==> src/hdl/sar_cal_pkg.sv <==
package sar_cal_pkg;

    // Result width of the successive-approximation sequence
    localparam int RESULT_W = 16;
    // Master clock pulses per conversion
    localparam logic [4:0] CONV_PULSES = 5'h11;
    // Calibration must end in fewer master clock pulses than this
    localparam int CAL_PULSE_LIMIT = 5000;
    // Default calibration length in master clock pulses (below the limit)
    localparam int CAL_PULSES_DEF = CAL_PULSE_LIMIT - 1;
    localparam int CAL_CNT_W = 13;
    // Least calibration request hold, in master clock cycles (host side)
    localparam int CAL_HOLD_MIN = 4;
    // Reset values
    localparam logic BUSY_RST = 1'b0;
    localparam logic DOUT_RST = 1'b0;
    localparam logic [RESULT_W-1:0] TRIAL_RST = 16'h0000;
    // Bit of the calibration counter shown as diagnostic data
    localparam int DIAG_BIT = 3;

    typedef enum logic [2:0] {
        ST_IDLE,
        ST_ACQUIRE,
        ST_CONVERT,
        ST_CAL_HOLD,
        ST_CAL_RUN
    } ctrl_state_e;

endpackage

==> src/hdl/sar_adc_cal_serial_control.sv <==
// Notes on behaviour
// - Calibration request high resets logic, raises busy, aborts any activity.
// - Calibration starts on request fall, ends within fewer than 5000 clocks.
// - During calibration data shows diagnostics if sample low, low if high.
// - Sample input does not influence calibration progress.
// - Busy falling marks end of calibration.
// - Conversion is acquisition then exactly 17 master clock pulses.
// - Sample falling edge holds input, commits; sample ignored until busy low.
// - Busy rises after first rising clock edge, falls after the 17th.
// - Data and bit strobe change only on valid master clock pulses.
// - Result MSB first, twos complement; MSB valid at second strobe rise.
// - Once busy is low, clock ignored and outputs held until acquisition; the strobe still falls with the last pulse.
// - Sample already high when busy falls starts acquisition immediately.
// - Codes: negative full scale 100..0, midscale 000..0, positive 011..1.
// - Calibration request is taken asynchronously to the master clock.
// - Bit strobe is derived from the master clock.
module sar_adc_cal_serial_control
    import sar_cal_pkg::*;
#(
    parameter int CAL_PULSES = CAL_PULSES_DEF
) (
    input wire logic i_mclk,
    input wire logic i_nrst,
    input wire logic i_conv_clk,
    input wire logic i_sample,
    input wire logic i_cal,
    input wire logic i_comp_hi,
    output logic o_busy,
    output logic o_dout,
    output logic o_dout_clk,
    output logic o_track,
    output logic [sar_cal_pkg::RESULT_W-1:0] o_trial
);
    import sar_cal_pkg::*;

    localparam logic [CAL_CNT_W-1:0] CAL_LAST = CAL_CNT_W'(CAL_PULSES);

    logic rst_meta_reg;
    logic rst_n_reg;
    logic cal_meta_reg;
    logic cal_sync_reg;
    logic conv_clk_d_reg;
    logic conv_rise;
    logic conv_fall;
    ctrl_state_e state_reg;
    logic [4:0] pulse_cnt_reg;
    logic [CAL_CNT_W-1:0] cal_cnt_reg;
    logic busy_reg;
    logic dout_reg;
    logic dout_clk_reg;
    logic trail_reg;
    logic track_reg;
    logic sar_start;
    logic sar_step;
    logic [RESULT_W-1:0] trial;

    // Reset release through two flops
    always_ff @(posedge i_mclk or negedge i_nrst) begin
        if (!i_nrst) begin
            rst_meta_reg <= 1'b0;
            rst_n_reg <= 1'b0;
        end else begin
            rst_meta_reg <= 1'b1;
            rst_n_reg <= rst_meta_reg;
        end
    end

    always_ff @(posedge i_mclk or negedge rst_n_reg) begin
        if (!rst_n_reg) begin
            cal_meta_reg <= 1'b0;
            cal_sync_reg <= 1'b0;
        end else begin
            cal_meta_reg <= i_cal;
            cal_sync_reg <= cal_meta_reg;
        end
    end

    always_ff @(posedge i_mclk or negedge rst_n_reg) begin
        if (!rst_n_reg) begin
            conv_clk_d_reg <= 1'b0;
        end else begin
            conv_clk_d_reg <= i_conv_clk;
        end
    end

    assign conv_rise = i_conv_clk && !conv_clk_d_reg;
    assign conv_fall = !i_conv_clk && conv_clk_d_reg;

    // Sequencer
    always_ff @(posedge i_mclk or negedge rst_n_reg) begin
        if (!rst_n_reg) begin
            state_reg <= ST_IDLE;
            pulse_cnt_reg <= '0;
            cal_cnt_reg <= '0;
        end else if (cal_sync_reg) begin
            state_reg <= ST_CAL_HOLD;
            pulse_cnt_reg <= '0;
            cal_cnt_reg <= '0;
        end else begin
            unique case (state_reg)
                ST_IDLE: begin
                    // clock ignored; sample high starts acquisition
                    if (i_sample) begin
                        state_reg <= ST_ACQUIRE;
                    end
                end
                ST_ACQUIRE: begin
                    if (!i_sample) begin
                        state_reg <= ST_CONVERT;
                        pulse_cnt_reg <= '0;
                    end
                end
                ST_CONVERT: begin
                    if (conv_rise) begin
                        if (pulse_cnt_reg == CONV_PULSES - 5'h01) begin
                            state_reg <= i_sample ? ST_ACQUIRE : ST_IDLE;
                            pulse_cnt_reg <= '0;
                        end else begin
                            pulse_cnt_reg <= pulse_cnt_reg + 5'h01;
                        end
                    end
                end
                ST_CAL_HOLD: begin
                    state_reg <= ST_CAL_RUN;
                    cal_cnt_reg <= '0;
                end
                ST_CAL_RUN: begin
                    // sample has no say in progress
                    if (conv_rise) begin
                        if (cal_cnt_reg == CAL_LAST - 1'b1) begin
                            state_reg <= i_sample ? ST_ACQUIRE : ST_IDLE;
                        end
                        cal_cnt_reg <= cal_cnt_reg + 1'b1;
                    end
                end
            endcase
        end
    end

    // busy after first and 17th edges; calibration busy
    always_ff @(posedge i_mclk or negedge rst_n_reg) begin
        if (!rst_n_reg) begin
            busy_reg <= BUSY_RST;
        end else if (cal_sync_reg || state_reg == ST_CAL_HOLD) begin
            busy_reg <= 1'b1;
        end else if (state_reg == ST_CAL_RUN) begin
            busy_reg <= !(conv_rise && cal_cnt_reg == CAL_LAST - 1'b1);
        end else if (state_reg == ST_CONVERT && conv_rise) begin
            busy_reg <= (pulse_cnt_reg != CONV_PULSES - 5'h01);
        end
    end

    assign sar_start = (state_reg == ST_CONVERT) && conv_rise && (pulse_cnt_reg == 5'h00);
    assign sar_step = (state_reg == ST_CONVERT) && conv_rise && (pulse_cnt_reg != 5'h00);

    // data only on valid pulses; MSB inverted for twos complement
    always_ff @(posedge i_mclk or negedge rst_n_reg) begin
        if (!rst_n_reg) begin
            dout_reg <= DOUT_RST;
        end else if (cal_sync_reg) begin
            dout_reg <= DOUT_RST;
        end else if (state_reg == ST_CAL_RUN && conv_rise) begin
            dout_reg <= i_sample ? 1'b0 : cal_cnt_reg[DIAG_BIT];
        end else if (sar_step) begin
            dout_reg <= (pulse_cnt_reg == 5'h01) ? !i_comp_hi : i_comp_hi;
        end
    end

    // strobe follows valid master clock pulses
    always_ff @(posedge i_mclk or negedge rst_n_reg) begin
        if (!rst_n_reg) begin
            dout_clk_reg <= 1'b0;
            trail_reg <= 1'b0;
        end else if (cal_sync_reg) begin
            dout_clk_reg <= 1'b0;
            trail_reg <= 1'b0;
        end else if ((state_reg == ST_CONVERT || state_reg == ST_CAL_RUN) && conv_rise) begin
            dout_clk_reg <= 1'b1;
            trail_reg <= 1'b1;
        end else if (conv_fall && trail_reg) begin
            // Low phase of the last valid pulse still ends the strobe
            dout_clk_reg <= 1'b0;
            trail_reg <= 1'b0;
        end
    end

    always_ff @(posedge i_mclk or negedge rst_n_reg) begin
        if (!rst_n_reg) begin
            track_reg <= 1'b0;
        end else begin
            track_reg <= !cal_sync_reg && state_reg == ST_ACQUIRE && i_sample;
        end
    end

    sar_register #(
        .WIDTH(RESULT_W)
    ) u_sar (
        .i_mclk(i_mclk),
        .i_rst_n(rst_n_reg),
        .i_start(sar_start),
        .i_step(sar_step),
        .i_comp_hi(i_comp_hi),
        .o_trial(trial),
        .o_result()
    );

    assign o_busy = busy_reg;
    assign o_dout = dout_reg;
    assign o_dout_clk = dout_clk_reg;
    assign o_track = track_reg;
    assign o_trial = trial;

endmodule

==> src/hdl/sar_register.sv <==
// Successive-approximation register: one trial bit per step
module sar_register
    import sar_cal_pkg::*;
#(
    parameter int WIDTH = RESULT_W
) (
    input wire logic i_mclk,
    input wire logic i_rst_n,
    input wire logic i_start,
    input wire logic i_step,
    input wire logic i_comp_hi,
    output logic [WIDTH-1:0] o_trial,
    output logic [WIDTH-1:0] o_result
);
    import sar_cal_pkg::*;

    logic [WIDTH-1:0] trial_reg;
    logic [WIDTH-1:0] mask_reg;

    assign o_trial = trial_reg;
    assign o_result = trial_reg;

    always_ff @(posedge i_mclk or negedge i_rst_n) begin
        if (!i_rst_n) begin
            trial_reg <= WIDTH'(TRIAL_RST);
            mask_reg <= '0;
        end else if (i_start) begin
            trial_reg <= {1'b1, {(WIDTH-1){1'b0}}};
            mask_reg <= {1'b1, {(WIDTH-1){1'b0}}};
        end else if (i_step && (mask_reg != '0)) begin
            // Keep or drop the bit on trial, then try the next one
            trial_reg <= (i_comp_hi ? trial_reg : (trial_reg & ~mask_reg)) | (mask_reg >> 1);
            mask_reg <= mask_reg >> 1;
        end
    end

endmodule

==> config.mk <==
export PLATFORM = sky130hd
export DESIGN_NAME = sar_adc_cal_serial_control
export DESIGN_NICKNAME = d
export VERILOG_FILES = /design/src/hdl/sar_cal_pkg.sv /design/src/hdl/sar_adc_cal_serial_control.sv /design/src/hdl/sar_register.sv
export SDC_FILE = /design/constraint.sdc
export NUM_CORES = 1
export LEC_CHECK = 0
export ABC_AREA = 1
export BUFFER_PORTS_ARGS = -buffer_cell sky130_fd_sc_hd__buf_4
export CAP_MARGIN = 20
export CORE_UTILIZATION = 65
export CTS_BUF_LIST = sky130_fd_sc_hd__clkbuf_8
export DETAILED_ROUTE_END_ITERATION = 8
export GPL_TIMING_DRIVEN = 0
export PLACE_DENSITY = 0.82
export SYNTH_ARGS = -nofsm -noshare
export SYNTH_HDL_FRONTEND = slang
export SYNTH_SLANG_ARGS = --single-unit
==> constraint.sdc <==
create_clock -name i_mclk -period 5 [get_ports i_mclk]
set_input_delay 0.75 -clock i_mclk [delete_from_list [all_inputs] [get_ports i_mclk]]
set_output_delay 0.75 -clock i_mclk [all_outputs]
set_load 0.05 [all_outputs]
==> results.py, run 1 <==
metrics = {
    "run": {
        "cap_violations": 0,
    },
    "final_layout": {
        "fillers": 336,
        "layout_common_cells": "nand2_1 (134), dfrtp_1 (61), nand3_1 (55)",
        "diodes": 0,
        "synthToLayoutAreaGrowth_pct": 14.9,
        "design_area_mm2": 0.00390,
        "layout.nets": 490,
        "drive_above_1_share_pct": 16.1,
        "final_common_cell": "nand2_1",
    },
    "timing": {
        "rsz0062_at_grt": "no",
        "worst_pin_slew_ns": 0.660,
        "drv_slew": 0,
        "slew_headroom_pct": 56.0,
        "setup-tns-final_ns": 0,
        "fin_crit_ns": 1.73,
        "max_freq_ghz": 0.578,
        "layout_setup_ws_ns": 3.27,
        "finalHoldViolCount": 0,
        "fin_crit_sh_pct": 34.6,
        "setup_viol": 0,
        "clock_skew_ns": 0.00823,
    },
    "synth": {
        "ys_top_cells_by_area": "dfrtp_1 (46%), nand2_1 (15%), nand3_1 (8.1%)",
        "yosys.area.top_type": "dfrtp_1",
        "yosys_warnings": 0,
        "synth_cell_type_count": 28,
        "synth-seq-area-share_pct": 45.7,
        "synth_top_area_share_pct": 45.7,
        "synthCells": 442,
        "synth.avg_cell_area_um2": 7.68,
        "syn_nets": 453,
        "netlist_area_mm2": 0.00339,
        "synth_seq_cells": 62,
    },
    "cts": {
        "clock_latency_ns": 0.35,
        "cts_buffers": 9,
        "cts_sinks": 62,
        "clk_path_buf_depth": 2,
        "ctsResizeCount": 0,
        "cts_hold_buffers": 0,
        "path_clk_slew_ns": 0.07,
        "clk_root_buffer_cell": "clkbuf_8",
        "htree_levels": 3,
        "cts_tree": "yes",
        "cts_setup_buffers": 0,
    },
    "routing": {
        "via_per_inst": 5.63,
        "drt-initial-drc-count": 238,
        "vias": 3103,
        "wire_per_inst_um": 13.7,
        "route.detailed.drc": 0,
        "first_pass_iters": 7,
        "finalWirelength_um": 7570,
        "ant_nets": 0,
    },
    "pwr": {
        "p_leak_nw": 2.10,
        "powerDensity_mw_per_mm2": 376,
        "total_power_w": 0.00147,
        "ir_drop_mv": 0.347,
    },
    "critical_path": {
        "cpLargestDelayFamily": "flip-flops",
        "cpPeakStageDelay_ns": 0.42,
        "r2r_cells": 7,
        "cp.arrival_ns": 0.98,
        "slowest_stage": "dfrtp_1",
        "critPathLaunchType": "flip-flop",
        "path_cells": "buf_4",
        "path_buf_inv": 1,
        "path_depth": 1,
        "critical_path_class": "flip-flop to primary output",
        "end_kind": "primary output",
        "r2r_start": "state_reg[1]",
        "worstSetupStartpoint": "u_sar.o_result[1]",
        "cp.required_ns": 4.25,
        "worstReg2RegEnd": "state_reg[1]",
        "crit_fanout": 3,
        "r2r_slack_ns": 3.32,
    },
    "grt": {
        "grt-ovfl-total": 0,
        "antenna_found_initial": 0,
        "grt_pass1_vias": 2881,
        "grt_max_degree": 32,
        "grt_pass1_wl_um": 12700,
        "grt_usage_pct": 30.4,
    },
    "floorplan": {
        "core_area_mm2": 0.00488,
        "die_y_um": 74.3,
        "initial_utilization_pct": 69.6,
        "pin_count": 26,
        "dieArea_mm2": 0.00552,
        "rows": 25,
        "die_w_um": 74.3,
    },
    "placement": {
        "dp_hpwl_um": 5210,
        "post-place-ws_ns": 3.12,
        "numPortBuffers": 25,
        "place_congestion": 0.873,
        "dpl_cell_area_mm2": 0.00369,
    },
    "hold_path": {
        "min_path_type": "input pin to async pin",
    },
    "run_status": {
        "run_status": "complete, no violations",
    },
}
[worst max path at each step]
stage	slack (ns)	endpoint
after CTS	3.27	o_trial[1]
after detailed placement	3.12	u_sar.o_result[1]
after global placement	2.51	state_reg[2]
after floorplan	3.15	cal_cnt_reg[0]
after global routing	3.11	cal_cnt_reg[8]
final	3.27	o_trial[1]
[final cells by class]
| cell class | count | area, µm² | area share [%] |
|---|---|---|---|
| buffer | 15 | 114 | 2.92 |
| clock buffer | 9 | 124 | 3.18 |
| clock inverter | 7 | 90.1 | 2.31 |
| inverter | 51 | 191 | 4.91 |
| multi-input combinational | 314 | 1540 | 39.4 |
| sequential | 62 | 1550 | 39.8 |
| tap | 67 | 83.8 | 2.15 |
| timing repair buffer | 26 | 208 | 5.32 |
[per-stage QoR]
step / util, % / instances / hold slack, ns
after detailed placement: 75.6 / 535 / 0.329
after floorplan: - / 442 / 0.331
after CTS: 79.9 / 551 / 0.165
after global routing: 79.9 / 551 / 0.159
final: 79.9 / 551 / 0.165
after global placement: 75.1 / 534 / 0.332
[routing by layer]
| layer | vias up | track usage [%] | share of wire [%] |
|---|---|---|---|
| met1 | 1446 | 38.5 | 44 |
| met3 | 20 | 5.42 | 4.9 |
| li1 | 1521 | - | - |
| met4 | 0 | 14.5 | 2.3 |
| met5 | - | 0 | 0 |
| met2 | 116 | 50.8 | 49 |
[cell usage after synthesis]
| cell | n |
|---|---|
| a21oi_1 | 9 |
| a31oi_1 | 1 |
| and2_1 | 1 |
| buf_2 | 4 |
| buf_4 | 4 |
| buf_6 | 5 |
| clkbuf_1 | 2 |
| conb_1 | 1 |
| dfrtp_1 | 62 |
| ha_1 | 5 |
| inv_1 | 47 |
| inv_2 | 4 |
| nand2_1 | 134 |
| nand2_2 | 2 |
| nand2_4 | 1 |
| nand3_1 | 55 |
| nand3_2 | 11 |
| nand4_1 | 26 |
| nor2_1 | 25 |
| nor2_2 | 3 |
| nor2_4 | 2 |
| nor3_1 | 3 |
| o211ai_1 | 1 |
| o21ai_0 | 29 |
| o21ai_1 | 1 |
| o22ai_1 | 1 |
| o31ai_1 | 1 |
| xor2_1 | 2 |
[worst reg2reg max path, delay by kind of cell (launching register included)]
kind	cells	cell delay [ns]
and+or+nand+nor	7	1.18
DFF	1	0.45
[kinds of logic (layout without fill, tap and decap cells)]
kind of cell	count (synthesis)	after routing	synth area share (%)
other	1	1	0.110
AND/OR/NAND/NOR	263	263	36.3
buffers and inverters	66	108	8.99
adder cells (fa/ha/maj)	5	5	1.84
XOR/XNOR	2	2	0.516
AO/OA/AOI/OAI	43	43	6.56
flip-flops	62	62	45.7
[where the power goes]
group | total (W) | switching (W) | internal [W] | leakage (nW)
registers | 0.000584 | 0.0000466 | 0.000538 | 0.835
clock network | 0.000480 | 0.000203 | 0.000278 | 0.110
logic | 0.000401 | 0.000279 | 0.000122 | 1.16
(Power assumes the default switching activity.)
==> run 2, diff against run 1 <==
CORE_UTILIZATION = 62   (was 65)
PLACE_DENSITY = 0.79   (was 0.82)
clock period = 1.68 ns   (was 5 ns; I/O delays follow)
==> run 2 against run 1 <==
Compared with the run above:
- non-clock buffer count is 7 higher
- final cell count is 1.8% higher
- wire length is 1.9% higher
- final area is 1.7% higher
- clock skew is 0.0035 ns higher
- clock power is 150% higher
- sequential power grew to 3.0 times the previous value
- worst hold slack worse by 0.12 ns
- largest cell class is now multi-input combinational cells
==> results.py, run 2 (synthesized netlist as in run 1, its figures left out) <==
metrics = {
    "grt": {
        "antenna_found_initial": 0,
        "grt-ovfl-total": 0,
        "grt_pass1_wl_um": 13100,
        "grt_pass1_vias": 2937,
        "grt_max_degree": 33,
        "grt_usage_pct": 28.3,
    },
    "final_layout": {
        "final_common_cell": "nand2_1",
        "layout_common_cells": "nand2_1 (130), dfrtp_1 (58), nand3_1 (54)",
        "diodes": 0,
        "register_area_mm2": 0.00156,
        "multiInputGateArea_mm2": 0.00158,
        "layout.nets": 497,
        "fillers": 404,
        "design_area_mm2": 0.00397,
        "drive_above_1_share_pct": 20.0,
        "synthToLayoutAreaGrowth_pct": 16.9,
    },
    "routing": {
        "route.detailed.drc": 0,
        "via_per_inst": 5.57,
        "finalWirelength_um": 7710,
        "wire_per_inst_um": 13.7,
        "drt-initial-drc-count": 250,
        "first_pass_iters": 5,
        "ant_nets": 0,
        "vias": 3126,
    },
    "cts": {
        "clock_latency_ns": 0.35,
        "cts_sinks": 62,
        "cts_tree": "yes",
        "clk_path_buf_depth": 2,
        "path_clk_slew_ns": 0.07,
        "cts_buffers": 9,
        "htree_levels": 3,
        "clk_root_buffer_cell": "clkbuf_8",
    },
    "floorplan": {
        "die_y_um": 76.0,
        "pin_count": 26,
        "die_w_um": 76.0,
        "dieArea_mm2": 0.00578,
        "core_area_mm2": 0.00520,
        "rows": 26,
        "initial_utilization_pct": 65.2,
    },
    "pwr": {
        "powerDensity_mw_per_mm2": 1070,
        "p_leak_nw": 2.11,
        "ir_drop_mv": 1.08,
    },
    "placement": {
        "numPortBuffers": 25,
        "place_congestion": 0.904,
        "post-place-ws_ns": 0.0328,
        "dpl_cell_area_mm2": 0.00369,
        "dp_hpwl_um": 5300,
    },
    "critical_path": {
        "end_kind": "flip-flop",
        "crit_fanout": 10,
        "critical_path_class": "flip-flop to flip-flop",
        "critPathLaunchType": "flip-flop",
        "cp.arrival_ns": 1.80,
        "cp.required_ns": 1.92,
    },
    "timing": {
        "finalHoldViolCount": 0,
        "layout_setup_ws_ns": 0.115,
        "rsz0062_at_grt": "yes",
        "max_freq_ghz": 0.639,
        "fin_crit_sh_pct": 93.2,
        "setup-tns-final_ns": 0,
        "worst_pin_slew_ns": 0.663,
        "fin_crit_ns": 1.57,
        "clock_skew_ns": 0.0117,
        "drv_slew": 0,
        "slew_headroom_pct": 55.8,
        "setup_viol": 0,
    },
    "hold_path": {
        "min_path_type": "input pin to flip-flop",
    },
    "run_status": {
        "run_status": "complete, no violations",
    },
    "run": {
        "cap_violations": 0,
    },
}
==> run 2: layout make-up <==
cell class / count / area share [%]
Buffer: 15 / 2.90
Sequential cell: 62 / 39.2
Clock inverter: 7 / 1.26
Multi-Input combinational cell: 314 / 39.8
Inverter: 51 / 4.82
Timing Repair Buffer: 33 / 6.69
Clock buffer: 9 / 3.12
Tap cell: 70 / 2.21
==> run 2: what timing repair did <==
item                       in CTS  in global routing
setup endpoints to repair       0                 43
gates resized for setup         0                 18
hold buffers                    2                  0
hold endpoints to repair        3                  0
buffers inserted                0                  5
==> run 2: worst paths after layout <==
check | cells after the start | start | slack, ns | end
worst max-delay path | 10 | state_reg[0] | 0.11 | u_sar.mask_reg[3]
worst min-delay path | 1 | i_conv_clk | 0.05 | conv_clk_d_reg
worst max register to register | 10 | state_reg[0] | 0.11 | u_sar.mask_reg[3]
worst min register to register | 0 | rst_n_reg | 0.31 | cal_cnt_reg[10]
max in group asynchronous | 1 | rst_n_reg | 0.74 | pulse_cnt_reg[0]
min in group asynchronous | 2 | i_nrst | 0.21 | rst_n_reg
==> run 2: metrics by stage <==
step	hold slack, ns	power [W]	util [%]	cells
final	0.0453	0.00424	76.2	561
after detailed placement	0.0347	0.00295	70.9	538
after CTS	0.0330	0.00413	74.6	556
after global routing	0.0326	0.00447	76.2	561
after floorplan	-0.0436	0.00264	-	442
after global placement	0.0340	0.00291	70.5	537
==> run 2: per-layer routing <==
layer / routed length [µm] / track usage (%) / vias up
li1: - / - / 1537
met1: 3300 / 35.0 / 1477
met2: 3960 / 50.0 / 100
met3: 354 / 5.87 / 12
met4: 99 / 8.65 / 0
met5: 0 / 0 / -
==> run 2: critical path, stage by stage, from the launching register on <==
cell	delay, ns
dfrtp_2	0.44
inv_2	0.10
nand2_2	0.06
nor2_4	0.20
nand2_4	0.08
nor2_4	0.10
inv_2	0.04
buf_6	0.14
buf_6	0.16
nand3_2	0.08
nand2_1	0.06
==> run 2: power by group <==
part	internal (W)	switching (W)
clock network	0.000536	0.000645
registers	0.00160	0.000147
logic	0.000444	0.000861
==> run 3, diff against run 2 <==
ABC_AREA = not set   (was 1)
CORE_UTILIZATION = 61   (was 62)
PLACE_DENSITY = 0.78   (was 0.79)
==> run 3 against run 2 <==
Compared with the run above:
- setup slack got worse by 0.19 ns
- largest cell class is now registers
- global-route usage up 3.7 points
- critical path depth fell by 3
- synthesized cell count is 38% lower
- synthesized area is 13% lower
- the flow now finishes with violations (negative setup slack)
- non-clock buffer count increased by 23
==> results.py, run 3 <==
metrics = {
    "floorplan": {
        "die_w_um": 71.7,
        "die_y_um": 71.7,
        "pin_count": 26,
        "rows": 24,
        "initial_utilization_pct": 65.8,
        "dieArea_mm2": 0.00514,
        "core_area_mm2": 0.00450,
    },
    "final_layout": {
        "synthToLayoutAreaGrowth_pct": 34.8,
        "final_common_cell": "dfrtp_1",
        "drive_above_1_share_pct": 39.9,
        "layout_common_cells": "dfrtp_1 (57), buf_4 (44), nand2_1 (18)",
        "layout.nets": 349,
        "fin_util_pct": 88.7,
        "diodes": 0,
        "final_cells": 395,
    },
    "critical_path": {
        "cp.arrival_ns": 2.01,
        "cp.required_ns": 1.93,
        "end_kind": "flip-flop",
        "critPathLaunchType": "flip-flop",
        "critical_path_class": "flip-flop to flip-flop",
        "crit_fanout": 6,
    },
    "grt": {
        "grt_usage_pct": 32.0,
        "grt_max_degree": 36,
        "grt_pass1_vias": 2523,
        "grt_pass1_wl_um": 12400,
        "grt-ovfl-total": 0,
        "antenna_found_initial": 0,
    },
    "cts": {
        "clock_latency_ns": 0.35,
        "htree_levels": 3,
        "clk_path_buf_depth": 2,
        "cts_sinks": 62,
        "cts_tree": "yes",
        "path_clk_slew_ns": 0.07,
        "clk_root_buffer_cell": "clkbuf_8",
        "cts_buffers": 9,
    },
    "timing": {
        "fin_crit_ns": 1.76,
        "fin_crit_sh_pct": 105,
        "clock_skew_ns": 0.00853,
        "worst_hold_slack_ns": 0.0217,
        "layout_setup_ws_ns": -0.0790,
        "drv_slew": 0,
        "rsz0062_at_grt": "yes",
        "max_freq_ghz": 0.568,
        "slew_headroom_pct": 57.7,
        "setup-tns-final_ns": -0.596,
        "finalHoldViolCount": 0,
        "worst_pin_slew_ns": 0.635,
        "setup_viol": 24,
    },
    "pwr": {
        "ir_drop_mv": 0.649,
        "total_power_w": 0.00413,
        "powerDensity_mw_per_mm2": 1030,
        "p_leak_nw": 1.79,
    },
    "routing": {
        "drt-initial-drc-count": 310,
        "wire_per_inst_um": 21.5,
        "ant_nets": 0,
        "vias": 2677,
        "route.detailed.drc": 0,
        "finalWirelength_um": 8480,
        "first_pass_iters": 5,
        "via_per_inst": 6.78,
    },
    "synth": {
        "ys_top_cells_by_area": "dfrtp_1 (52%), a32o_1 (5.1%), a22o_1 (4.4%)",
        "synth-seq-area-share_pct": 52.4,
        "async_flop_share_pct": 100,
        "synth.avg_cell_area_um2": 10.9,
        "yosys-top-cells-count": "dfrtp_1 (62), o21ai_0 (23), nand2_1 (18)",
        "synthCells": 273,
        "synth_edf_count": 0,
        "syn_nets": 284,
        "synth_ff_type": "dfrtp_1",
        "synth_cell_type_count": 53,
        "netlist_area_mm2": 0.00296,
        "yosys.area.top_type": "dfrtp_1",
        "synth_seq_cells": 62,
        "synth_top_area_share_pct": 52.4,
        "synth_most_common_cell": "dfrtp_1",
        "yosys_warnings": 0,
    },
    "run_status": {
        "run_status": "finished, violations left",
        "violations": "negative setup slack",
    },
    "placement": {
        "dp_cells": 351,
        "place_congestion": 0.851,
        "dp_hpwl_um": 4300,
        "numPortBuffers": 25,
    },
    "hold_path": {
        "min_path_type": "input pin to flip-flop",
    },
    "run": {
        "cap_violations": 0,
    },
}
run 3: area by class of cell:
class,count,area [µm²]
Buffer,14,123
Clock buffer,9,124
Clock inverter,7,90.1
Fill cell,204,509
Inverter,10,41.3
Multi-Input combinational cell,184,1500
Sequential cell,62,1560
Tap cell,52,65.1
Timing Repair Buffer,57,492
run 3: metal layers:
metal | wire length [µm] | GRT usage, % | share of wire, %
met5 | 0 | 0 | 0
met4 | 195 | 10.7 | 2.3
met2 | 4280 | 53.1 | 50
met1 | 3540 | 42.0 | 42
met3 | 467 | 7.03 | 5.5
run 3: final timing paths:
path                       depth (start not counted)  slack [ns]                 to          from
max                                                7       -0.08     cal_cnt_reg[7]  state_reg[0]
min                                                1        0.02       cal_meta_reg         i_cal
max reg2reg                                        7       -0.08     cal_cnt_reg[7]  state_reg[0]
min reg2reg                                        0        0.30  u_sar.o_result[9]     rst_n_reg
max in group asynchronous                          1        0.76   pulse_cnt_reg[0]     rst_n_reg
min in group asynchronous                          2        0.21          rst_n_reg        i_nrst
run 3: logic make-up after synthesis:
kind of cell               share of synthesized area [%]
and+or+nand+nor                                     20.8
AOI/OAI and AO/OA                                   19.6
DFF                                                 52.4
buffers and inverters                               4.10
adders and majority gates                           2.11
xor gates and xnor gates                           0.591
other                                              0.127
muxes                                              0.338
run 3: metrics by stage:
| step | instance area (µm²) | setup slack [ns] |
|---|---|---|
| 2_1_floorplan | 2970 | -0.0470 |
| 4_1_cts | 3750 | -0.0758 |
| 6_report | 4000 | -0.0790 |
| 5_1_grt | 4000 | -0.154 |
| 3_3_place_gp | 3220 | -0.435 |
| 3_5_place_dp | 3240 | -0.461 |
run 3: repair_timing:
| item | in CTS | in global routing |
|---|---|---|
| gates cloned | 1 | 1 |
| hold buffers | 1 | 0 |
| setup endpoints to repair | 53 | 50 |
| buffers inserted | 17 | 11 |
| hold endpoints to repair | 2 | 0 |
| pin swaps | 20 | 15 |
| resized for setup | 45 | 65 |
run 3: power by group:
group	switching (W)	leakage (nW)	internal, W	total [W]
combinational	0.000569	0.854	0.000466	0.00103
clock	0.000629	0.110	0.000827	0.00146
sequential	0.0000799	0.830	0.00156	0.00164
run 3: critical path: stages, from the launching register on:
cell	delay (ns)
dfrtp_1	0.40
buf_6	0.12
buf_6	0.11
buf_6	0.10
or4b_4	0.59
a21oi_2	0.17
o21ai_1	0.10
o31ai_1	0.07
